`config.mk`:
```
export PLATFORM = sky130hd
export DESIGN_NAME = fesp_ctl
export DESIGN_NICKNAME = d
export VERILOG_FILES = /design/src/fesp_pkg.sv /design/src/fesp_ctl.sv
export SDC_FILE = /design/constraint.sdc
export NUM_CORES = 1
export LEC_CHECK = 0
export BUFFER_PORTS_ARGS = -buffer_cell sky130_fd_sc_hd__buf_2
export CELL_PAD_IN_SITES_DETAIL_PLACEMENT = 1
export CELL_PAD_IN_SITES_GLOBAL_PLACEMENT = 2
export CORE_AREA = 5 5 268 205
export DETAILED_ROUTE_END_ITERATION = 10
export DIE_AREA = 0 0 273 210
export HOLD_SLACK_MARGIN = 0.15
export PLACE_DENSITY_LB_ADDON = 0.1
export SLEW_MARGIN = 20
export SYNTH_ARGS = -nofsm -noshare
export SYNTH_HDL_FRONTEND = slang
export SYNTH_SLANG_ARGS = --single-unit
```
`constraint.sdc`:
```
create_clock -name core_clk_i -period 3.6 [get_ports core_clk_i]
set_clock_uncertainty 0.05 [all_clocks]
set_input_delay 0.18 -clock core_clk_i [delete_from_list [all_inputs] [get_ports core_clk_i]]
set_output_delay 0.18 -clock core_clk_i [all_outputs]
set_load 0.1 [all_outputs]
```
`src/fesp_pkg.sv`:
```
// package: constants and types of the flash erase, protect and status controller
package fesp_pkg;
  localparam int SECT_LSB   = 12;  // 4KB sectors
  localparam int SECT_W     = 5;
  localparam int NSECT      = 32;
  localparam int INFO_NSECT = 2;
  localparam int ADDR_W     = 8;
  localparam int WS_W       = 4;
  localparam int RM_W       = 3;
  localparam int NFLAG      = 8;
  localparam int LANES      = 4;
  // register byte offsets
  localparam logic [7:0] OFS_CTRL  = 8'h00;
  localparam logic [7:0] OFS_EADDR = 8'h04;
  localparam logic [7:0] OFS_BCFG0 = 8'h08;
  localparam logic [7:0] OFS_BCFG1 = 8'h0C;
  localparam logic [7:0] OFS_PRM0  = 8'h10;
  localparam logic [7:0] OFS_PRM1  = 8'h14;
  localparam logic [7:0] OFS_PRI0  = 8'h18;
  localparam logic [7:0] OFS_PRI1  = 8'h1C;
  localparam logic [7:0] OFS_IFG   = 8'h20;
  localparam logic [7:0] OFS_IE    = 8'h24;
  localparam logic [7:0] OFS_MIFG  = 8'h28;
  localparam logic [7:0] OFS_ICLR  = 8'h2C;
  localparam logic [7:0] OFS_WPCTL = 8'h30;
  localparam logic [7:0] OFS_PADDR = 8'h34;
  localparam logic [7:0] OFS_PDATA = 8'h38;
  localparam logic [7:0] OFS_MAP   = 8'h3C;
  // control bits
  localparam int CTL_SERASE = 0;
  localparam int CTL_MERASE = 1;
  localparam int CTL_INFO   = 2;
  localparam int CFG_RM_LSB = 4;
  localparam int WP_EN      = 0;
  localparam int WP_COLL    = 1;
  localparam int MAP_OK     = 31;
  // interrupt flag positions
  localparam int F_FAULT = 0;
  localparam int F_BENCH = 1;
  localparam int F_ERASE = 2;
  localparam int F_BURST = 3;
  localparam int F_WORD  = 4;
  localparam int F_AFTER = 5;
  localparam int F_BEFOR = 6;
  localparam int F_CMP   = 7;
  // read modes
  typedef enum logic [2:0] {
    RM_NORMAL        = 3'h0,
    RM_LOW_MARGIN    = 3'h1,
    RM_HIGH_MARGIN   = 3'h2,
    RM_PROG_VERIFY   = 3'h3,
    RM_ERASE_VERIFY  = 3'h4,
    RM_LEAK_CHECK    = 3'h5,
    RM_LOW_MARGIN_B  = 3'h6,
    RM_HIGH_MARGIN_B = 3'h7
  } fesp_rmode_t;
  typedef enum logic [3:0] {
    ST_IDLE  = 4'h1,
    ST_ERASE = 4'h2,
    ST_MASS  = 4'h4,
    ST_PROG  = 4'h8
  } fesp_st_t;
  // request to the flash array
  typedef struct packed {
    logic              erase;
    logic              prog;
    logic              wide;
    logic              info;
    logic              bank;
    logic [SECT_W-1:0] sector;
    logic [31:0]       paddr;
    logic [127:0]      pdata;
  } fesp_cmd_t;
  // event pulses from the datapath outside
  typedef struct packed {
    logic fault;
    logic bench;
    logic burst_done;
    logic after_fail;
    logic before_fail;
    logic cmp_done;
  } fesp_evt_t;
  typedef struct packed {
    fesp_st_t                     st;
    logic                         wait_done;
    logic [1:0][WS_W-1:0]         wait_st;
    logic [1:0][RM_W-1:0]         rmode;
    logic [1:0][NSECT-1:0]        prot_main;
    logic [1:0][INFO_NSECT-1:0]   prot_info;
    logic [NFLAG-1:0]             ifg;
    logic [NFLAG-1:0]             ie;
    logic                         wp_en;
    logic                         wp_coll;
    logic [LANES-1:0]             lane_ok;
    logic [31:0]                  eaddr;
    logic                         einfo;
    logic [SECT_W+1:0]            scan;
    logic [31:0]                  maddr;
    logic [31:0]                  rdata;
    logic                         irq;
    logic [1:0]                   bank_busy;
    fesp_cmd_t                    cmd;
  } fesp_state_t;
endpackage

```
`src/fesp_ctl.sv`:
```
// flash erase, protection, read setup and interrupt status controller
`timescale 1ns/100ps
// Functional notes
// - erase granularity is one whole 4KB sector
// - unaligned erase address erases containing sector
// - mass erase skips protected sectors
// - mass erase self-runs, sets erase flag
// - masked status is raw AND enables
// - eight separate raw status flags
// - per-bank readable eight-way read mode
// - per-bank readable wait-state count
// - one protect bit per sector, space, bank
// - info space has sectors zero, one only
// - no info memory: info operations ignored
// - word-write status zero when disabled
// - main address maps to bank, sector
// - immediate programs now; collated waits 128 bits
// - only enabled sources drive interrupt
// - clearing flags removes their request
// - wait-state uses low four bits only
module fesp_ctl
  import fesp_pkg::*;
#(
  parameter bit HAS_INFO = 1'b1,
  parameter int MAIN_SECT = NSECT
)(
  input  wire logic              core_clk_i,
  input  wire logic              srst_i,
  input  wire logic [ADDR_W-1:0] reg_addr_i,
  input  wire logic [31:0]       reg_wdata_i,
  input  wire logic              reg_wr_i,
  input  wire logic              reg_rd_i,
  output logic [31:0]            reg_rdata_o,
  input  wire logic              fl_done_i,
  input  fesp_evt_t              evt_i,
  output fesp_cmd_t              fl_cmd_o,
  output logic [1:0]             bank_busy_o,
  output logic [1:0][WS_W-1:0]   wait_st_o,
  output logic [1:0][RM_W-1:0]   read_mode_o,
  output logic                   irq_o
);

  localparam int BANK_BIT = SECT_LSB + SECT_W;

  fesp_state_t s_ff;
  fesp_state_t nxt_s;

  // protection lookup shared by erase, mass erase and program paths
  function automatic logic is_prot(input fesp_state_t s, input logic info,
                                   input logic bank, input logic [SECT_W-1:0] sec);
    logic r;
    r = 1'b0;
    if (info)
    begin
      r = (sec >= SECT_W'(INFO_NSECT)) ? 1'b1 : s.prot_info[bank][sec[0]];
    end
    else
    begin
      r = s.prot_main[bank][sec];
    end
    return r;
  endfunction

  // sector exists and may be touched at all
  function automatic logic exists(input logic info, input logic [SECT_W-1:0] sec);
    logic r;
    r = 1'b0;
    if (info)
    begin
      r = HAS_INFO && (sec < SECT_W'(INFO_NSECT));
    end
    else
    begin
      r = ({1'b0, sec} < (SECT_W+1)'(MAIN_SECT));
    end
    return r;
  endfunction

  // main-space address to {valid, bank, sector}
  function automatic logic [31:0] map_addr(input logic [31:0] a);
    logic [31:0] r;
    r = 32'h0000_0000;
    r[SECT_W-1:0] = a[SECT_LSB +: SECT_W];
    r[SECT_W] = a[BANK_BIT];
    r[MAP_OK] = (a[31:BANK_BIT+1] == '0) && exists(1'b0, a[SECT_LSB +: SECT_W]);
    return r;
  endfunction

  always_comb
  begin
    logic [NFLAG-1:0] set_f;
    logic [NFLAG-1:0] clr_f;
    logic             wr;
    logic             idle;
    logic             ebank;
    logic             pbank;
    logic             pinfo;
    logic [SECT_W-1:0] esec;
    logic [SECT_W-1:0] psec;
    logic             s_info;
    logic             s_bank;
    logic [SECT_W-1:0] s_sec;
    logic             s_last;
    logic [1:0]       lane;
    set_f  = '0;
    clr_f  = '0;
    nxt_s  = s_ff;
    wr     = reg_wr_i;
    idle   = (s_ff.st == ST_IDLE);
    ebank  = s_ff.eaddr[BANK_BIT];
    esec   = s_ff.eaddr[SECT_LSB +: SECT_W];
    pbank  = s_ff.cmd.paddr[BANK_BIT];
    psec   = s_ff.cmd.paddr[SECT_LSB +: SECT_W];
    pinfo  = s_ff.einfo;
    {s_info, s_bank, s_sec} = s_ff.scan;
    s_last = (s_ff.scan == '1);
    lane   = s_ff.cmd.paddr[3:2];
    nxt_s.cmd.erase = 1'b0;
    nxt_s.cmd.prog  = 1'b0;

    case (s_ff.st)
      ST_IDLE:
      begin
        nxt_s.bank_busy = 2'b00;
      end
      ST_ERASE:
      begin
        if (fl_done_i)
        begin
          set_f[F_ERASE] = 1'b1;
          nxt_s.st = ST_IDLE;
        end
      end
      ST_MASS:
      begin
        // one sector at a time, no bus help needed until the flag
        if (s_ff.wait_done)
        begin
          if (fl_done_i)
          begin
            nxt_s.wait_done = 1'b0;
            nxt_s.scan = s_ff.scan + 1'b1;
            if (s_last)
            begin
              set_f[F_ERASE] = 1'b1;
              nxt_s.st = ST_IDLE;
            end
          end
        end
        else if (exists(s_info, s_sec) && !is_prot(s_ff, s_info, s_bank, s_sec))
        begin
          nxt_s.cmd.erase  = 1'b1;
          nxt_s.cmd.info   = s_info;
          nxt_s.cmd.bank   = s_bank;
          nxt_s.cmd.sector = s_sec;
          nxt_s.bank_busy  = s_bank ? 2'b10 : 2'b01;
          nxt_s.wait_done  = 1'b1;
        end
        else
        begin
          nxt_s.scan = s_ff.scan + 1'b1;
          if (s_last)
          begin
            set_f[F_ERASE] = 1'b1;
            nxt_s.st = ST_IDLE;
          end
        end
      end
      ST_PROG:
      begin
        if (fl_done_i)
        begin
          set_f[F_WORD] = 1'b1;
          nxt_s.st = ST_IDLE;
        end
      end
      default:
      begin
        nxt_s.st = ST_IDLE;
      end
    endcase

    // register writes; commands are only taken while idle
    if (wr)
    begin
      case (reg_addr_i)
        OFS_CTRL:
        begin
          if (idle && reg_wdata_i[CTL_MERASE])
          begin
            nxt_s.st        = ST_MASS;
            nxt_s.scan      = '0;
            nxt_s.wait_done = 1'b0;
          end
          else if (idle && reg_wdata_i[CTL_SERASE])
          begin
            if (!exists(reg_wdata_i[CTL_INFO], esec))
            begin
              // absent sector or info space: silently dropped
              nxt_s.st = ST_IDLE;
            end
            else if (is_prot(s_ff, reg_wdata_i[CTL_INFO], ebank, esec))
            begin
              set_f[F_FAULT] = 1'b1;
            end
            else
            begin
              nxt_s.cmd.erase  = 1'b1;
              nxt_s.cmd.info   = reg_wdata_i[CTL_INFO];
              nxt_s.cmd.bank   = ebank;
              nxt_s.cmd.sector = esec;
              nxt_s.bank_busy  = ebank ? 2'b10 : 2'b01;
              nxt_s.st         = ST_ERASE;
            end
          end
          nxt_s.einfo = reg_wdata_i[CTL_INFO];
        end
        OFS_EADDR: nxt_s.eaddr = reg_wdata_i;
        OFS_BCFG0:
        begin
          nxt_s.wait_st[0] = reg_wdata_i[WS_W-1:0];
          nxt_s.rmode[0]   = reg_wdata_i[CFG_RM_LSB +: RM_W];
        end
        OFS_BCFG1:
        begin
          nxt_s.wait_st[1] = reg_wdata_i[WS_W-1:0];
          nxt_s.rmode[1]   = reg_wdata_i[CFG_RM_LSB +: RM_W];
        end
        OFS_PRM0: nxt_s.prot_main[0] = reg_wdata_i[NSECT-1:0];
        OFS_PRM1: nxt_s.prot_main[1] = reg_wdata_i[NSECT-1:0];
        OFS_PRI0:
        begin
          if (HAS_INFO)
          begin
            nxt_s.prot_info[0] = reg_wdata_i[INFO_NSECT-1:0];
          end
        end
        OFS_PRI1:
        begin
          if (HAS_INFO)
          begin
            nxt_s.prot_info[1] = reg_wdata_i[INFO_NSECT-1:0];
          end
        end
        OFS_IE:    nxt_s.ie = reg_wdata_i[NFLAG-1:0];
        OFS_ICLR:  clr_f = reg_wdata_i[NFLAG-1:0];
        OFS_WPCTL:
        begin
          nxt_s.wp_en   = reg_wdata_i[WP_EN];
          nxt_s.wp_coll = reg_wdata_i[WP_COLL];
          nxt_s.lane_ok = '0;
        end
        OFS_PADDR: nxt_s.cmd.paddr = reg_wdata_i;
        OFS_PDATA:
        begin
          if (idle && s_ff.wp_en)
          begin
            if (!exists(pinfo, psec))
            begin
              nxt_s.lane_ok = s_ff.lane_ok;
            end
            else if (is_prot(s_ff, pinfo, pbank, psec))
            begin
              set_f[F_FAULT] = 1'b1;
            end
            else if (!s_ff.wp_coll)
            begin
              // immediate: one word goes out at once
              nxt_s.cmd.pdata = {96'h0, reg_wdata_i};
              nxt_s.cmd.wide  = 1'b0;
              nxt_s.cmd.info  = pinfo;
              nxt_s.cmd.prog  = 1'b1;
              nxt_s.bank_busy = pbank ? 2'b10 : 2'b01;
              nxt_s.st        = ST_PROG;
            end
            else
            begin
              // collated: lane by address, fire once all four lanes are written
              nxt_s.cmd.pdata[lane*32 +: 32] = reg_wdata_i;
              nxt_s.lane_ok[lane] = 1'b1;
              if ((s_ff.lane_ok | (LANES'(1) << lane)) == '1)
              begin
                nxt_s.lane_ok   = '0;
                nxt_s.cmd.wide  = 1'b1;
                nxt_s.cmd.info  = pinfo;
                nxt_s.cmd.prog  = 1'b1;
                nxt_s.bank_busy = pbank ? 2'b10 : 2'b01;
                nxt_s.st        = ST_PROG;
              end
            end
          end
        end
        OFS_MAP:   nxt_s.maddr = reg_wdata_i;
        default:   nxt_s.maddr = s_ff.maddr;
      endcase
    end

    set_f[F_FAULT] = set_f[F_FAULT] | evt_i.fault;
    set_f[F_BENCH] = evt_i.bench;
    set_f[F_BURST] = evt_i.burst_done;
    set_f[F_AFTER] = evt_i.after_fail;
    set_f[F_BEFOR] = evt_i.before_fail;
    set_f[F_CMP]   = evt_i.cmp_done;
    // a new event in the clearing cycle survives
    nxt_s.ifg = (s_ff.ifg & ~clr_f) | set_f;
    nxt_s.irq = |(nxt_s.ifg & nxt_s.ie);

    // read data stands in the cycle after the strobe only
    nxt_s.rdata = 32'h0000_0000;
    if (reg_rd_i)
    begin
      case (reg_addr_i)
        OFS_CTRL:  nxt_s.rdata = {30'h0, s_ff.einfo, !idle};
        OFS_EADDR: nxt_s.rdata = s_ff.eaddr;
        OFS_BCFG0: nxt_s.rdata = 32'({s_ff.rmode[0], s_ff.wait_st[0]});
        OFS_BCFG1: nxt_s.rdata = 32'({s_ff.rmode[1], s_ff.wait_st[1]});
        OFS_PRM0:  nxt_s.rdata = s_ff.prot_main[0];
        OFS_PRM1:  nxt_s.rdata = s_ff.prot_main[1];
        OFS_PRI0:  nxt_s.rdata = 32'(s_ff.prot_info[0]);
        OFS_PRI1:  nxt_s.rdata = 32'(s_ff.prot_info[1]);
        OFS_IFG:   nxt_s.rdata = 32'(s_ff.ifg);
        OFS_IE:    nxt_s.rdata = 32'(s_ff.ie);
        OFS_MIFG:  nxt_s.rdata = 32'(s_ff.ifg & s_ff.ie);
        OFS_WPCTL: nxt_s.rdata = {30'h0, s_ff.wp_en & s_ff.wp_coll, s_ff.wp_en};
        OFS_PADDR: nxt_s.rdata = s_ff.cmd.paddr;
        OFS_MAP:   nxt_s.rdata = map_addr(s_ff.maddr);
        default:   nxt_s.rdata = 32'h0000_0000;
      endcase
    end
  end

  always_ff @(posedge core_clk_i)
  begin
    if (srst_i)
    begin
      s_ff    <= '0;
      s_ff.st <= ST_IDLE;
      // all sectors start protected so a stray erase cannot harm code
      s_ff.prot_main <= '1;
      s_ff.prot_info <= '1;
    end
    else
    begin
      s_ff <= nxt_s;
    end
  end

  assign reg_rdata_o = s_ff.rdata;
  assign fl_cmd_o    = s_ff.cmd;
  assign bank_busy_o = s_ff.bank_busy;
  assign wait_st_o   = s_ff.wait_st;
  assign read_mode_o = s_ff.rmode;
  assign irq_o       = s_ff.irq;

endmodule

```
==> metrics.md, run 1 <==
| Metric | Value |
|---|---|
| Vias in the first global route | `about 15000` |
| Core Area | `about 52000 µm²` |
| H-tree depth | `2` |
| Pleak | `about 8.1 nW` |
| IO buf count | `269` |
| FFs w/ async S/R, synth | `0%` |
| RSZ-0062 raised after global routing | `no` |
| Mapped cell area | `17480 µm²` |
| Global placer's final weighted congestion | `about 0.9` |
| Largest net degree at the start of global routing | `slightly above 70` |
| First-pass GRT wire length | `roughly 100000 µm` |
| Worst skew pair latency | `0.58 ns` |
| Yosys cell types | `63` |
| I/O pin cnt | `270` |
| Total CTS buffers | `43` |
| Ant diodes | `0` |
| Post-DRT Antenna Nets | `0` |
| Post-Syn Instances | `~2000` |
| Peak Freq | `just under 300 MHz` |
| Setup-failing EPs final | `0` |
| Rows | `73` |
| Setup TNS Final | `0 ns` |
| Sequential fraction of the synthesis area | `between 40% and 50%` |
| DR vias | `15120` |
| Final period util | `94.73%` |
| Post-DP HPWL | `between 40000 and 50000 µm` |
| Final Hold Slack | `about 0.17 ns` |
| Worst-case clock buffer depth | `3` |
| Via-to-Cell Ratio | `around 5.4` |
| First-pass DRT Iterations | `6` |
| Syn nets | `between 2000 and 2500` |
| Most frequent CP cell | `nor2b_1` |
| Peak supply drop | `between 0.2 and 0.3 mV` |
| Initial Utilization | `between 30% and 40%` |
| CTS root buf | `clkbuf_16` |
| Synth warn | `0` |
| Layout cell share with drive strength beyond 1 | `23.17%` |
| Slew @ Worst Pin | `0.9049 ns` |
| Worst hold path type | `input port to register` |
| Synth-to-layout area growth | `14.86%` |
| Status | `complete, no violations` |
| Grt ovf | `0` |
| Arr. time, crit path | `roughly 3.9 ns` |
| Initial antenna violation count | `0` |
| Critical Path Start Type | `register` |
| Setup crit end kind | `register` |
| Post-synth EDFFs | `0` |
| Final layout net count | `between 2000 and 2500` |
| Most frequent cells in the layout | `nand2_1 (389), dfxtp_1 (374), buf_2 (268)` |
| CTS tree | `built` |
| Req. time, crit path | `a little over 4 ns` |
| PwrDens | `451.0 nW/µm²` |
| Initial DRC count | `1115` |
| Gr usage total | `a little under a quarter` |
| Critical path fanouts, max | `11` |
| Clock slew seen by the registers of the worst setup and hold paths | `about 0.06 ns` |
| DIE AREA | `approximately 57000 µm²` |
| Final WL | `70840 µm` |
| Delay of the slowest critical-path stage | `~0.7 ns` |
| Slew margin rel. | `approximately 40%` |
| WL/cell | `25.25 µm` |
| Drc violations | `0` |
| # clock sinks | `~370` |
| #FFs+latches synth | `between 300 and 400` |
| Max_cap viols | `0` |
| Min cycle time layout | `~3.4 ns` |
| Die X-Extent | `around 270 µm` |
| Commonest non-fill, non-tap cell in the layout | `nand2_1` |
| Crit path cell chain | `nor2b_1 > or4b_2 > a31oi_1 > nor4_2 > buf_4 > nand2b_1 > a21oi_1 > nor2b_1` |
| Synthesized area per cell | `8.714 µm²` |
| Final hold violation count | `0` |
| Setup CP Type | `register to register` |
| Die Y | `210 µm` |
| Worst path slowest cell | `dfxtp_1` |
| Top FF cell, synth | `dfxtp_1` |
| Final Slew Violations | `0` |
cell families (layout without fill, tap and decap cells):
logic type | Yosys count | in the layout | synth area share, %
mux | 89 | 89 | 7.938
buf+inv | 406 | 493 | 13.89
xor+xnor | 2 | 2 | 0.1002
flops | 374 | 374 | 42.83
fa+ha+maj | 7 | 7 | 0.5010
compound gates | 465 | 465 | 18.04
simple gates | 663 | 663 | 16.70
stage by stage:
stage               cell area, µm²  power (W)  instances  utilization [%]  worst slack, ns
finish                       20080   0.009054       2805            38.50           0.1898
global route                 20080   0.009362       2805            38.50          0.09860
CTS                          20080   0.009186       2805            38.50           0.2718
detailed placement           18120   0.004558       2676            34.74           0.3111
global placement             18120   0.004556       2676            34.74           0.3759
floorplan                    17480   0.004399       2006                -           0.4917
report_power, final:
part / switching [W] / internal (W) / total [W]
Clock: 0.00187 / 0.00267 / 0.00455
Sequential: 0.00000835 / 0.00415 / 0.00415
Combinational: 0.000255 / 0.0000986 / 0.000353
worst paths after layout:
path | from | end | slack, ns | cells past startpoint
max | fl_cmd_o[144]$_SDFFE_PP0P_ | s_ff[280]$_SDFFE_PP0P_ | 0.19 | 8
min | reg_addr_i[4] | s_ff[293]$_SDFF_PP0_ | 0.17 | 6
max reg2reg | fl_cmd_o[144]$_SDFFE_PP0P_ | s_ff[280]$_SDFFE_PP0P_ | 0.19 | 8
min reg2reg | s_ff[249]$_SDFFE_PP0P_ | s_ff[249]$_SDFFE_PP0P_ | 0.41 | 2
state kept, by name, indices dropped and copies added, names as in the netlist, named ones only:
signal,cells
bank_busy_o,2
fl_cmd_o,138
irq_o,1
read_mode_o,6
reg_rdata_o,32
s_ff,155
wait_st_o,8
critical path, delay by kind of cell (launching register included):
kind / cells / cell delay [ns]
buffers and inverters: 1 / 0.23
AOI/OAI and AO/OA: 2 / 0.85
and+or+nand+nor: 5 / 1.50
DFF: 1 / 0.69
synthesized netlist by cell type (all sizes together), types with 3 or more instances:
cell type / number / area share (%)
a2111oi: 4 / 0.24
a211oi: 10 / 0.43
a21o: 5 / 0.21
a21oi: 152 / 4.4
a221oi: 11 / 0.55
a222oi: 3 / 0.17
a22o: 107 / 5.4
a22oi: 64 / 2.7
a31oi: 18 / 0.64
and2: 6 / 0.21
and3: 5 / 0.18
buf: 263 / 11
clkbuf: 124 / 2.7
dfxtp: 374 / 43
ha: 7 / 0.50
inv: 19 / 0.41
mux2: 7 / 0.45
mux2i: 43 / 2.5
mux4: 39 / 5.0
nand2: 390 / 8.4
nand2b: 9 / 0.32
nand3: 123 / 3.5
nand3b: 4 / 0.17
nand4: 5 / 0.18
nor2: 62 / 1.3
nor2b: 13 / 0.47
nor3: 18 / 0.52
nor4: 9 / 0.44
nor4b: 5 / 0.25
o211ai: 12 / 0.52
o21a: 3 / 0.13
o21ai: 44 / 1.3
o22ai: 15 / 0.54
or4: 4 / 0.17
or4b: 5 / 0.31
metal layers:
metal	global-route usage, %	wire, µm
met5	0	0
met4	5.286	1384
met3	3.323	3578
met2	38.65	32430
met1	34.25	33440
layout make-up:
type,instances,area (µm²)
Fill cell,6030,32080
Inverter,19,72.57
Clock inverter,11,130.1
Multi-Input combinational cell,1226,7636
Tap cell,712,890.9
Clock buffer,67,1319
Timing Repair Buffer,396,2542
Sequential cell,374,7487
what timing repair did:
action | 4_1_cts | 5_1_grt
hold buffers | 51 | 0
buffers inserted | 0 | 0
gates resized for setup | 0 | 0
endpoints found under the hold margin | 313 | 0
No activity file was read; power rests on OpenSTA's default activity.
==> inputs of run 2 (changes only) <==
Settings changed: BUFFER_PORTS_ARGS -buffer_cell sky130_fd_sc_hd__buf_2 to unset, CORE_AREA 5 5 268 205 to 5 5 254 194, DIE_AREA 0 0 273 210 to 0 0 259 199, DONT_BUFFER_PORTS set to 1.
==> metrics.md, run 2 (same netlist as run 1, synthesis figures left out) <==
| Metric | Value |
|---|---|
| Status | `complete, no violations` |
| Initial DRC count | `1297 (+16%)` |
| WL/cell | `27.59 µm (+9.3%)` |
| Gr usage total | `25.92% (+2.0 points)` |
| Most flops, register | `s_ff` |
| Commonest non-fill, non-tap cell in the layout | `nand2_1` |
| Core Area | `46710 µm² (-10%)` |
| Peak Freq | `296.6 MHz (+1.2%)` |
| Final WL | `69180 µm (-2.3%)` |
| IO buf count | `0 (-100%)` |
| Slew margin rel. | `22.11% (-18 points)` |
| Setup crit end kind | `register` |
| PwrDens | `473.3 nW/µm² (+5.0%)` |
| H-tree depth | `2 (unchanged)` |
| Critical path fanouts, max | `11 (unchanged)` |
| Total CTS buffers | `41 (-4.7%)` |
| Largest net degree at the start of global routing | `140 (+94%)` |
| Final Slew Violations | `0 (unchanged)` |
| Drc violations | `0 (unchanged)` |
| Final hold violation count | `0 (unchanged)` |
| Critical Path Start Type | `input port` |
| Arr. time, crit path | `3.82 ns (-0.05 ns)` |
| CTS tree | `built` |
| Req. time, crit path | `4.05 ns (about the same)` |
| Peak supply drop | `0.4207 mV (+49%)` |
| Worst hold path type | `input port to register` |
| Clock slew seen by the registers of the worst setup and hold paths | `0.06 ns (about the same)` |
| Setup TNS Final | `0 ns (unchanged)` |
| Resized Gates After CTS | `0 (unchanged)` |
| Grt ovf | `0 (unchanged)` |
| # clock sinks | `374 (unchanged)` |
| Min cycle time layout | `3.371 ns (-0.03883 ns)` |
| Die X-Extent | `259 µm (-5.1%)` |
| Most frequent cells in the layout | `nand2_1 (387), dfxtp_1 (371), a21oi_1 (150)` |
| Max reg flops | `155 (unchanged)` |
| Rows | `69 (-5.5%)` |
| Final period util | `93.65% (-1.1 points)` |
| Post-DP HPWL | `46080 µm (-4.5%)` |
| Post-DRT Antenna Nets | `0 (unchanged)` |
| Worst skew pair latency | `0.56 ns (-0.02 ns)` |
| RSZ-0062 raised after global routing | `no` |
| Worst slack, placed | `0.3550 ns (+0.04387 ns)` |
| Final layout net count | `1900 (-10%)` |
| Via-to-Cell Ratio | `5.768 (+7.0%)` |
| Global placer's final weighted congestion | `0.8582 (-3.6%)` |
| Slew @ Worst Pin | `1.167 ns (+0.2620 ns)` |
| Pleak | `6.896 nW (-15%)` |
| DR vias | `14460 (-4.3%)` |
| DIE AREA | `51540 µm² (-10%)` |
| Max_cap viols | `0 (unchanged)` |
| Vias in the first global route | `14450 (-6.5%)` |
| Layout cell share with drive strength beyond 1 | `13.50% (-9.7 points)` |
| First-pass DRT Iterations | `5 (-1)` |
| Worst-case clock buffer depth | `3 (unchanged)` |
| Final worst slack | `0.2286 ns (+0.03883 ns)` |
| Die Y | `199 µm (-5.2%)` |
| Initial antenna violation count | `1 (+1)` |
| I/O pin cnt | `270 (unchanged)` |
| First-pass GRT wire length | `101700 µm (-3.1%)` |
| Setup CP Type | `input port to register` |
| CTS root buf | `clkbuf_16` |
| # fillers | `5312 (-12%)` |
| Initial Utilization | `37.43% (+3.9 points)` |
| Setup-failing EPs final | `0 (unchanged)` |
| Synth-to-layout area growth | `9.291%` |
-- run 2: worst paths after layout --
path | startpoint | endpoint | slack (ns) | cells past startpoint
worst max register to register | fl_cmd_o[145]$_SDFFE_PP0P_ | fl_cmd_o[118]$_SDFFE_PP0P_ | 0.33 | 11
worst min-delay path | reg_wr_i | s_ff[287]$_SDFF_PP0_ | 0.19 | 3
worst max-delay path | reg_addr_i[4] | fl_cmd_o[118]$_SDFFE_PP0P_ | 0.23 | 13
worst min register to register | s_ff[235]$_SDFFE_PP0P_ | s_ff[235]$_SDFFE_PP0P_ | 0.41 | 2
-- run 2: final cells by class --
type | count | area, µm² | area share [%]
Inverter | 19 | 72.57 | 0.3799
Antenna cell | 1 | 2.502 | 0.01310
Clock buffer | 54 | 1156 | 6.051
Timing Repair Buffer | 180 | 1654 | 8.658
Sequential cell | 374 | 7491 | 39.21
Tap cell | 639 | 799.5 | 4.185
Clock inverter | 14 | 269.0 | 1.408
Multi-Input combinational cell | 1226 | 7660 | 40.09
-- run 2: where the power goes --
group	internal, W	total [W]	switching, W	leakage [nW]
sequential	0.00415	0.00416	0.0000109	3.02
combinational	0.0000791	0.000317	0.000238	3.19
clock	0.00276	0.00457	0.00181	0.690
-- run 2: per-stage QoR --
step / total power, W / util (%) / area [µm²] / hold WS [ns] / instances
CTS: 0.009137 / 40.90 / 19100 / 0.1521 / 2506
floorplan: 0.004399 / - / 17480 / 0.2557 / 2006
global route: 0.009296 / 40.90 / 19100 / 0.2051 / 2506
detailed placement: 0.004381 / 36.25 / 16930 / 0.2411 / 2367
global placement: 0.004380 / 36.25 / 16930 / 0.2354 / 2367
finish: 0.009042 / 40.90 / 19100 / 0.1925 / 2507
-- run 2: routing by layer --
metal  global-route usage [%]  vias to the layer above  wire length (µm)
li1                         -                     6526                 -
met1                    37.22                     7434             32580
met2                    41.00                      422             30890
met3                    5.140                       76              4530
met4                    5.074                        2              1162
met5                        0                        -                13
-- run 2: timing repair --
item                                   in CTS  in global routing
endpoints found under the hold margin     350                  0
setup buffers                               0                  0
hold buffers                               71                  0
setup endpoints to repair                   0                  0
-- run 2: critical path, cell delays in order --
cell,delay [ns]
dlygate4sd3_1,0.55
nand4bb_1,0.10
dlygate4sd3_1,0.57
buf_4,0.18
nor2_1,0.19
nand3_1,0.14
or3b_1,0.48
nor4_2,0.25
buf_4,0.26
nand2_2,0.13
nor4_4,0.36
buf_4,0.25
a22o_1,0.15
==> inputs of run 3 (changes only) <==
Settings changed: CORE_AREA 5 5 254 194 to 5 5 290 221, DIE_AREA 0 0 259 199 to 0 0 295 226.
==> metrics.md, run 3 (same netlist as run 1, synthesis figures left out) <==
| Metric | Value |
|---|---|
| Status | `complete, no violations` |
| Req. time, crit path | `4.07 ns (+0.02 ns)` |
| Most flops, register | `s_ff` |
| Post-CTS setup buffer count | `0 (unchanged)` |
| RSZ-0062 raised after global routing | `no` |
| CTS root buf | `clkbuf_16` |
| Initial DRC count | `1073 (-17%)` |
| Worst skew pair latency | `0.59 ns (+0.03 ns)` |
| I/O pin cnt | `270 (unchanged)` |
| CP Launch Point | `reg_addr_i[0]` |
| Reg2Reg Depth | `10 (-1)` |
| Final hold violation count | `0 (unchanged)` |
| Post-DRT Antenna Nets | `0 (unchanged)` |
| Core Area | `61180 µm² (+31%)` |
| Final layout net count | `1913 (+0.68%)` |
| Most frequent cells in the layout | `nand2_1 (389), dfxtp_1 (371), a21oi_1 (150)` |
| Total CTS buffers | `44 (+7.3%)` |
| Final WL | `74390 µm (+7.5%)` |
| Initial Utilization | `28.57% (-8.9 points)` |
| Vias in the first global route | `14830 (+2.6%)` |
| First-pass GRT wire length | `108900 µm (+7.0%)` |
| Most frequent CP cell | `dlygate4sd3_1` |
| Setup crit end kind | `register` |
| Final period util | `97.24% (+3.6 points)` |
| Setup CP Type | `input port to register` |
| WL/cell | `27.53 µm (-0.23%)` |
| FF+latch area | `7498 µm² (+0.10%)` |
| Setup TNS Final | `0 ns (unchanged)` |
| Slew margin rel. | `23.70% (+1.6 points)` |
| Slew @ Worst Pin | `1.143 ns (-0.02384 ns)` |
| Initial antenna violation count | `3 (+2)` |
| Max_cap viols | `0 (unchanged)` |
| Critical path fanouts, max | `9 (-2)` |
| Largest net degree at the start of global routing | `140 (unchanged)` |
| # fillers | `6960 (+31%)` |
| Pleak | `6.996 nW (+1.4%)` |
| Peak Freq | `285.7 MHz (-3.7%)` |
| H-tree depth | `2 (unchanged)` |
| Hold depth | `5 (+2)` |
| Critical Path Start Type | `input port` |
| Multi-input gate area | `7675 µm² (+0.20%)` |
| First-pass DRT Iterations | `5 (unchanged)` |
| Worst-case clock buffer depth | `3 (unchanged)` |
| Rows | `79 (+14%)` |
| CTS tree | `built` |
| Crit path cell chain | `dlygate4sd3_1 > or4b_4 > nor2_1 > nand3_1 > or3b_1 > nor4_4 > buf_4 > a21oi_1 > a211oi_1 > dlygate4sd3_1` |
| Layout cell share with drive strength beyond 1 | `14.48% (+0.98 points)` |
| Die X-Extent | `295 µm (+14%)` |
| Clock slew seen by the registers of the worst setup and hold paths | `0.07 ns (about the same)` |
| Arr. time, crit path | `3.97 ns (+0.15 ns)` |
| # clock sinks | `374 (unchanged)` |
| Worst hold path type | `input port to register` |
| Setup-failing EPs final | `0 (unchanged)` |
| Commonest non-fill, non-tap cell in the layout | `nand2_1` |
| Crit Reg-Reg Startpoint | `fl_cmd_o[140]$_SDFFE_PP0P_` |
| Via-to-Cell Ratio | `5.317 (-7.8%)` |
| Global placer's final weighted congestion | `0.8408 (-2.0%)` |
| Min cycle time layout | `3.501 ns (+0.1294 ns)` |
| Final Slew Violations | `0 (unchanged)` |
| Gr usage total | `21.82% (-4.1 points)` |
| Max reg flops | `155 (unchanged)` |
| Worst path slowest cell | `dlygate4sd3_1` |
| Synth-to-layout area growth | `11.13%` |
| Grt ovf | `0 (unchanged)` |
| Drc violations | `0 (unchanged)` |
| DIE AREA | `66670 µm² (+29%)` |
| Hold path startpoint | `fl_done_i` |
| Post-DP HPWL | `50410 µm (+9.4%)` |
| IO buf count | `0 (unchanged)` |
| PwrDens | `465.0 nW/µm² (-1.7%)` |
| DR vias | `14370 (-0.65%)` |
| Final Power | `0.009034 W (about the same)` |
| Die Y | `226 µm (+14%)` |
| Peak supply drop | `0.3006 mV (-29%)` |
| Delay of the slowest critical-path stage | `0.57 ns (about the same)` |
[run 3: cell types whose count changed in the layout (fill, tap and decap cells not counted), sizes merged, moves of 4 or more]
cell	before	now
buf	112	126
clkbuf	54	59
clkinv	6	14
diode	1	6
bufinv	7	3
dlygate4sd3	68	64
[run 3: per-stage QoR]
step	hold slack [ns]	cells	instance area [µm²]	worst slack [ns]	util, %
after detailed placement	0.2413	2552	17260	0.08610	28.21
after global placement	0.2400	2552	17260	0.1310	28.21
after floorplan	0.2557	2006	17480	0.4917	-
after global routing	0.1952	2697	19410	0.006577	31.73
after CTS	0.1532	2696	19400	0.05084	31.71
final	0.1764	2702	19430	0.09924	31.75
[run 3: critical path: cells and delay by family]
family	cells	cell delay, ns
buffers and inverters	3	1.40
AOI/OAI and AO/OA	2	0.28
and+or+nand+nor	5	2.11
[run 3: where the power goes]
| group | switching (W) | internal, W | leakage (nW) |
|---|---|---|---|
| Combinational | 0.000248 | 0.0000824 | 3.26 |
| Clock | 0.00192 | 0.00263 | 0.719 |
| Sequential | 0.0000103 | 0.00414 | 3.02 |
| Total | 0.00217 | 0.00686 | 7.00 |
[run 3: layout make-up]
class | count | area share, %
antenna | 6 | 0.07729
clock buffer | 59 | 6.370
sequential | 374 | 38.60
tap | 810 | 5.217
timing repair buffer | 190 | 8.850
clock inverter | 18 | 1.005
inverter | 19 | 0.3736
multi-input combinational | 1226 | 39.51
[run 3: worst paths after layout]
path,to,slack (ns)
max,fl_cmd_o[167]$_SDFFE_PP0P_,0.1
min,s_ff[239]$_SDFF_PP0_,0.18
min reg2reg,s_ff[228]$_SDFFE_PP0P_,0.40
max reg2reg,fl_cmd_o[167]$_SDFFE_PP0P_,0.19
[run 3: layer usage]
layer | wire length, µm | GRT usage [%] | vias up
li1 | - | - | 6576
met1 | 36070 | 31.07 | 7349
met2 | 32750 | 34.02 | 363
met3 | 4162 | 4.788 | 76
met4 | 1383 | 4.884 | 2
met5 | 13 | 0 | -
[run 3: what timing repair did]
action                                  CTS  global route
endpoints found under the hold margin   347             0
endpoints found under the setup margin    0             2
hold buffers                             67             0
gates resized for setup                   0             3
